--- src/saa_pkg_unused_guard.sv ---
// intentionally empty compilation unit: no design content
`timescale 1ns/1ps
`default_nettype none
`default_nettype wire

--- src/saa_pkg.sv ---
// shared constants and types of the serial attenuator control link
// assumes nothing beyond a SystemVerilog compiler
package saa_pkg;

    // word layout on the link
    localparam int unsigned ADDR_W     = 8;
    localparam int unsigned LEVEL_W    = 8;
    localparam int unsigned FRAME_BITS = ADDR_W + LEVEL_W;
    localparam int unsigned CNT_W      = 5;
    localparam logic [ADDR_W-1:0]  CHANNEL_ADDR = 8'h00;
    localparam logic [LEVEL_W-1:0] MUTE_CODE    = 8'h3F;

    // switch selection: 63 attenuation steps plus mute
    localparam int unsigned IDX_W = 6;
    localparam int unsigned SEL_W = 64;
    localparam logic [IDX_W-1:0] MUTE_IDX = 6'h3F;

    // timing at the controller clock
    localparam int unsigned CLK_PERIOD_NS = 10;
    localparam int unsigned LEAD_NS       = 150;
    localparam int unsigned SCLK_HALF_NS  = 250;
    localparam int unsigned TMR_W         = 8;
    localparam logic [TMR_W-1:0] LEAD_CYC =
        TMR_W'((LEAD_NS + CLK_PERIOD_NS - 1) / CLK_PERIOD_NS);
    localparam logic [TMR_W-1:0] HALF_CYC =
        TMR_W'((SCLK_HALF_NS + CLK_PERIOD_NS - 1) / CLK_PERIOD_NS);

    // controller register offsets
    localparam int unsigned REG_AW = 2;
    localparam logic [REG_AW-1:0] REG_LEVEL  = 2'h0;
    localparam logic [REG_AW-1:0] REG_ADDR   = 2'h1;
    localparam logic [REG_AW-1:0] REG_STATUS = 2'h2;

    // values after reset
    localparam logic [LEVEL_W-1:0] LEVEL_RST = 8'h3F;
    localparam logic [ADDR_W-1:0]  ADDR_RST  = 8'h00;

    // controller states, gray along idle-lead-high-low
    typedef enum logic [1:0] {
        SAA_IDLE = 2'b00,
        SAA_LEAD = 2'b01,
        SAA_HIGH = 2'b11,
        SAA_LOW  = 2'b10
    } saa_state_t;

endpackage

--- src/saa_link_if.sv ---
// three-wire link between the controller and the attenuator
// assumes the controller drives all three wires
`timescale 1ns/1ps
`default_nettype none

interface saa_link_if;
    logic sclk;   // serial clock, idles low
    logic loadN;  // framing line, low during a frame
    logic sdata;  // serial data, msb first

    modport host (output sclk, output loadN, output sdata);
    modport dev  (input sclk, input loadN, input sdata);
endinterface

`default_nettype wire

--- src/saa_timer.sv ---
// down-counter that pulses done a set number of cycles after start
// assumes start and count come from logic on the same clock
`timescale 1ns/1ps
`default_nettype none

module saa_timer
    import saa_pkg::*;
#(
    parameter int unsigned W = TMR_W
)(
    // clock and control
    input  wire logic         clock,
    input  wire logic         rst_n,
    input  wire logic         ce,
    // request
    input  wire logic         start,
    input  wire logic [W-1:0] count,
    // answer
    output logic              done
);

    logic [W-1:0] cnt_reg;
    logic [W-1:0] cnt_next;

    // next count: load on start, else run down to zero
    always_comb
    begin
        cnt_next = cnt_reg;
        if (!rst_n)
            cnt_next = '0;
        else if (ce && start)
            cnt_next = count;
        else if (ce && cnt_reg != '0)
            cnt_next = cnt_reg - W'(1);
    end

    always_ff @(posedge clock)
    begin
        cnt_reg <= cnt_next;
    end

    // done in the last counted cycle
    assign done = ce && (cnt_reg == W'(1));

endmodule // saa_timer

`default_nettype wire

--- src/saa_host.sv ---
// controller end: takes a level from software and sends one frame
// assumes software on the same clock, link clock made here by division
//
// What this block does
// - framing line low 150 ns before first clock
// - framing line stays low for all 16 bits
// - address byte then level byte, msb first
// - controller sends the address held in REG_ADDR, all zeros after reset
// - nonzero address leaves setting unchanged
// - framing line rise latches and applies word
// - codes 0 to 62 give that many dB
// - codes 63 and above select mute
// - muted after a framing line rise with device reset low, until first valid word
// - shift data on rising clock while framed
// - clock falls no later than 20 ns after frame
// - exactly one switch selection active once the first word is latched
// - controller should step through every 1 dB code; it sends only the level that software writes
`timescale 1ns/1ps
`default_nettype none

module saa_host
    import saa_pkg::*;
(
    // clock and control
    input  wire logic                clock,
    input  wire logic                rst_n,
    input  wire logic                ce,
    // register port
    input  wire logic [REG_AW-1:0]   regAddr,
    input  wire logic [LEVEL_W-1:0]  regWdata,
    input  wire logic                regWr,
    input  wire logic                regRd,
    output logic      [LEVEL_W-1:0]  regRdata,
    // status
    output logic                     busy,
    // link
    saa_link_if.host                 link
);

    ////////////////////////////////////////////////////////////////////
    // state

    saa_state_t             state_reg, state_next;
    logic [FRAME_BITS-1:0]  tx_reg, tx_next;
    logic [CNT_W-1:0]       bits_reg, bits_next;
    logic                   sclk_reg, sclk_next;
    logic                   loadN_reg, loadN_next;
    logic                   sdata_reg, sdata_next;
    logic [LEVEL_W-1:0]     level_reg, level_next;
    logic [ADDR_W-1:0]      addr_reg, addr_next;
    logic [LEVEL_W-1:0]     rdata_reg, rdata_next;
    logic                   tmrStart;
    logic [TMR_W-1:0]       tmrCount;
    logic                   tmrDone;
    logic                   sendReq;

    // lead and half-period timing
    saa_timer #(.W(TMR_W)) uTimer (
        .clock (clock),
        .rst_n (rst_n),
        .ce    (ce),
        .start (tmrStart),
        .count (tmrCount),
        .done  (tmrDone)
    );

    // a level write while idle starts a frame
    assign sendReq = regWr && (regAddr == REG_LEVEL)
                     && (state_reg == SAA_IDLE);
    assign busy    = (state_reg != SAA_IDLE);

    ////////////////////////////////////////////////////////////////////
    // registers seen by software

    always_comb
    begin
        level_next = level_reg;
        addr_next  = addr_reg;
        rdata_next = '0;
        if (!rst_n)
        begin
            level_next = LEVEL_RST;
            addr_next  = ADDR_RST;
        end
        else if (ce)
        begin
            if (sendReq)
                level_next = regWdata;
            if (regWr && regAddr == REG_ADDR && !busy)
                addr_next = regWdata;
            if (regRd)
            begin
                unique case (regAddr)
                    REG_LEVEL:  rdata_next = level_reg;
                    REG_ADDR:   rdata_next = addr_reg;
                    REG_STATUS: rdata_next = {{(LEVEL_W-1){1'b0}}, busy};
                    default:    rdata_next = '0;
                endcase
            end
        end
        else
            rdata_next = rdata_reg;
    end

    ////////////////////////////////////////////////////////////////////
    // frame sequencer

    always_comb
    begin
        state_next = state_reg;
        tx_next    = tx_reg;
        bits_next  = bits_reg;
        sclk_next  = sclk_reg;
        loadN_next = loadN_reg;
        sdata_next = sdata_reg;
        tmrStart   = 1'b0;
        tmrCount   = HALF_CYC;
        if (!rst_n)
        begin
            state_next = SAA_IDLE;
            tx_next    = '0;
            bits_next  = '0;
            sclk_next  = 1'b0;
            loadN_next = 1'b1;
            sdata_next = 1'b0;
        end
        else if (ce)
        begin
            unique case (state_reg)
                SAA_IDLE:
                begin
                    if (sendReq)
                    begin
                        // clock already low when the frame opens
                        tx_next    = {addr_reg, regWdata};
                        sdata_next = addr_reg[ADDR_W-1];
                        loadN_next = 1'b0;
                        bits_next  = '0;
                        tmrStart   = 1'b1;
                        tmrCount   = LEAD_CYC;
                        state_next = SAA_LEAD;
                    end
                end
                SAA_LEAD:
                begin
                    if (tmrDone)
                    begin
                        sclk_next  = 1'b1;
                        tmrStart   = 1'b1;
                        state_next = SAA_HIGH;
                    end
                end
                SAA_HIGH:
                begin
                    if (tmrDone)
                    begin
                        // data changes on the falling edge
                        sclk_next  = 1'b0;
                        tx_next    = {tx_reg[FRAME_BITS-2:0], 1'b0};
                        sdata_next = tx_reg[FRAME_BITS-2];
                        bits_next  = bits_reg + CNT_W'(1);
                        tmrStart   = 1'b1;
                        state_next = SAA_LOW;
                    end
                end
                SAA_LOW:
                begin
                    if (tmrDone)
                    begin
                        if (bits_reg == CNT_W'(FRAME_BITS))
                        begin
                            loadN_next = 1'b1;
                            sdata_next = 1'b0;
                            state_next = SAA_IDLE;
                        end
                        else
                        begin
                            sclk_next  = 1'b1;
                            tmrStart   = 1'b1;
                            state_next = SAA_HIGH;
                        end
                    end
                end
            endcase
        end
    end

    always_ff @(posedge clock)
    begin
        state_reg <= state_next;
        tx_reg    <= tx_next;
        bits_reg  <= bits_next;
        sclk_reg  <= sclk_next;
        loadN_reg <= loadN_next;
        sdata_reg <= sdata_next;
        level_reg <= level_next;
        addr_reg  <= addr_next;
        rdata_reg <= rdata_next;
    end

    // pins and read data from flops
    assign link.sclk  = sclk_reg;
    assign link.loadN = loadN_reg;
    assign link.sdata = sdata_reg;
    assign regRdata   = rdata_reg;

endmodule // saa_host

`default_nettype wire

--- src/flat_wrapper.sv ---
// flat-port wrapper written by rule: the top's interface ports become plain ports
module saa_host_flat import saa_pkg::*;
  (clock, rst_n, ce, regAddr, regWdata, regWr, regRd, regRdata, busy, link_sclk, link_loadN, link_sdata);
  saa_link_if link_i ();
  input  wire logic clock;
  input  wire logic rst_n;
  input  wire logic ce;
  input  wire logic [REG_AW-1:0] regAddr;
  input  wire logic [LEVEL_W-1:0] regWdata;
  input  wire logic regWr;
  input  wire logic regRd;
  output logic      [LEVEL_W-1:0] regRdata;
  output logic busy;
  output wire logic [$bits(link_i.sclk)-1:0] link_sclk;
  output wire logic [$bits(link_i.loadN)-1:0] link_loadN;
  output wire logic [$bits(link_i.sdata)-1:0] link_sdata;
  assign link_sclk = link_i.sclk;
  assign link_loadN = link_i.loadN;
  assign link_sdata = link_i.sdata;
  saa_host u_core (.clock(clock), .rst_n(rst_n), .ce(ce), .regAddr(regAddr), .regWdata(regWdata), .regWr(regWr), .regRd(regRd), .regRdata(regRdata), .busy(busy), .link(link_i));
endmodule
--- config.mk ---
export PLATFORM = sky130hd
export DESIGN_NAME = saa_host_flat
export DESIGN_NICKNAME = d
export VERILOG_FILES = /design/src/saa_pkg_unused_guard.sv /design/src/saa_pkg.sv /design/src/saa_link_if.sv /design/src/saa_timer.sv /design/src/saa_host.sv /design/src/flat_wrapper.sv
export SDC_FILE = /design/constraint.sdc
export NUM_CORES = 1
export LEC_CHECK = 0
export ABC_AREA = 1
export BUFFER_PORTS_ARGS = -buffer_cell sky130_fd_sc_hd__buf_2
export CAP_MARGIN = 40
export CORE_ASPECT_RATIO = 1.25
export CORE_MARGIN = 3
export CORE_UTILIZATION = 50
export CTS_CLUSTER_SIZE = 10
export DETAILED_ROUTE_END_ITERATION = 7
export PLACE_DENSITY = 0.77
export SLEW_MARGIN = 30
export SYNTH_ARGS = -nofsm -noshare
export SYNTH_HDL_FRONTEND = slang
export SYNTH_SLANG_ARGS = --single-unit
--- constraint.sdc ---
create_clock -name clock -period 1.6 [get_ports clock]
set_clock_uncertainty 0.1 [all_clocks]
set_input_delay 0.08 -clock clock [delete_from_list [all_inputs] [get_ports clock]]
set_output_delay 0.08 -clock clock [all_outputs]
set_load 0.05 [all_outputs]
==> metrics.txt <==
DP Worst Slack=-96.1 ps; wire per inst=13.6 um; Slew HR=69.0%; EDFF count, synth=0; First-pass DRT Iterations=5; Longest Clk Path Bufs=2; die area=6790 sq um; Die Wd=74.3 um; Mapped Area=2920 sq um; min Tclk post-route=1700 ps; Placed Area=3380 sq um; met2 WL=3.91 mm; critical path's slowest cell=dfxtp_2; Max Slew Vio Count=0; WL met3=464 um; layout cells sized above 1=32.9%; RSZ-0062 raised after global routing=true; Worst-path clk slew=80 ps; Total Routed Length=7.74 mm; Core Box Area=5520 sq um; chip height=91.4 um; Final Hold Vio Count=0; fin crit share=106%; HPWL Detailed=4.76 mm; register area share after synthesis=39.1%; Synth-to-Final Area Change=39.8%; RR Startpoint=u_core.uTimer.cnt_reg[1]$_SDFFE_PN0P_; largest net degree at the start of global routing=30; share of the synthesized area in the top cell type=39.1%; worst setup margin=-102 ps; fin nets=527; worst hold-check path type=in -> reg; pwr dens=1300 nW/um^2; Root Driver=clkbuf_8; CP startpoint kind=register; asr flop ratio synth=0%; number of H-tree levels=3; post-route setup TNS=-1720 ps; Max rail drop VDD=0.591 mV; most used flip-flop cell after synthesis=dfxtp_1; CTS tree=yes; Fmax=0.587 GHz; Crit Path Max Fanout=10; Synth area leader=dfxtp_1; worst path bufs/invs=3; max FFs per register=15; final antenna-violating net count=0; status=complete, but fails checks; static leakage=1.77 nW; top sig layer=met4; crit end category=register; Worst EP required=1720 ps; cts bufs inserted=9; Layout fillers=361; reg-to-reg setup timing slack=-100 ps; CTS sink cnt=57; initial antenna violation count=0; vias in the first global route=2,694; Row Count=30; HP Start=regAddr[1]; Syn Nets=445; Least-Margin Pin Slew=461 ps; DR vias/cell=5.31; crit path from=u_core.uTimer.cnt_reg[1]$_SDFFE_PN0P_; port bufs=26; cell family with most CP delay=simple AND/OR/NAND/NOR gates; Cell variety after synth=27; GRT Overall Usage=22.2%; crit path DAT=1830 ps; initial DRC count=234; Tot Pwr=5.29 mW; post-synthesis area per instance=6.94 sq um; CP cell instances=inv_2, ha_4, nand2_2, inv_2, nand2_4, nor2_4, nor2_4, nor2_8, nand3_4, clkbuf_16, nand2_1, a21oi_1; #FFs+latches synth=57; Crit path largest cell delay=330 ps; via count=3,033; Worst-Skew Late Latency=350 ps; Metal-1 WL=3.20 mm; Initial Util=52.8%; CP Class=reg -> reg; max capacitance violation total=0; DRC=0; gpl congestion=0.826; top cells by count, synth=nand2_1, dfxtp_1, a21oi_1, nor2_1, inv_1; failing checks=setup timing; Synth area leaders=dfxtp_1, nand2_1, a21oi_1; Syn. warnings=0; Mapped Cells=420; setup violators final=32; IO Count=27; diodes inserted=0; grt total ovfl=0; post-route cell area=4080 sq um; most common cell in the netlist=nand2_1; first-pass GRT wire length=11.9 mm
[layout make-up]
cell class | count | area, sq um | area share (%)
clock buffers | 9 | 124 | 3.04
repair buffers | 90 | 709 | 17.4
flip-flops and latches | 57 | 1150 | 28.3
inverters | 40 | 161 | 3.96
clock inverters | 7 | 103 | 2.52
well taps | 64 | 80.1 | 1.96
multi-input cells | 304 | 1740 | 42.8
[cell usage in the layout (no fill, tap or decap), drive strengths merged]
master	instances
nand2	113
buf	79
dfxtp	57
nor2	46
inv	41
a21oi	40
o21ai	38
nand3	28
nand4	14
clkbuf	11
ha	10
dlygate4sd3	9
xor2	6
xnor2	4
clkinvlp	2
clkinv	2
bufinv	2
nor3	2
nand3b	1
o22ai	1
o211ai	1
[logic make-up (layout without fill, tap and decap cells)]
group / Yosys count / count (layout) / synth area share (%)
buf+inv: 59 / 146 / 8.58
xor+xnor: 10 / 10 / 3.00
flops: 57 / 57 / 39.1
compound gates: 80 / 80 / 14.0
fa+ha+maj: 10 / 10 / 4.29
simple gates: 204 / 204 / 31.0
[power breakdown]
| group | internal [mW] | switching (mW) |
|---|---|---|
| combinational | 0.956 | 1.12 |
| sequential | 1.57 | 0.0982 |
| clock | 0.891 | 0.643 |
[worst reg2reg max path, delay by kind of cell (launching register included)]
family,cells,cell delay (ps)
fa+ha+maj,1,130
buf+inv,3,350
compound gates,1,70
flops,1,330
simple gates,7,620
[stage by stage]
| step | util (%) | std cells | hold slack [ps] |
|---|---|---|---|
| floorplan | - | 420 | 106 |
| global placement | 61.2 | 532 | 230 |
| detailed placement | 61.2 | 532 | 238 |
| CTS | 68.2 | 562 | 85.3 |
| global route | 73.9 | 571 | 110 |
| finish | 73.9 | 571 | 89.4 |
[per-layer routing]
metal | track usage [%] | vias up
met3 | 6.87 | 19
met4 | 8.16 | 0
met5 | 0 | -
li1 | - | 1530
met2 | 34.7 | 108
met1 | 28.3 | 1376
[final timing paths]
kind / cells past startpoint / end
max: 12 / u_core.tx_reg[12]$_SDFFE_PN0P_
min: 5 / u_core.regRdata[0]$_SDFFE_PN0P_
max reg2reg: 12 / u_core.tx_reg[12]$_SDFFE_PN0P_
min reg2reg: 2 / u_core.link.loadN$_SDFFE_PN1P_
[repair_timing]
item	4_1_cts	5_1_grt
gates resized for setup	14	63
endpoints found under the setup margin	25	49
buffers inserted	4	7
hold buffers	9	0
endpoints found under the hold margin	21	0
pin swaps	3	24
cloned	1	2
Note: power is estimated with default switching activity, not from simulation.
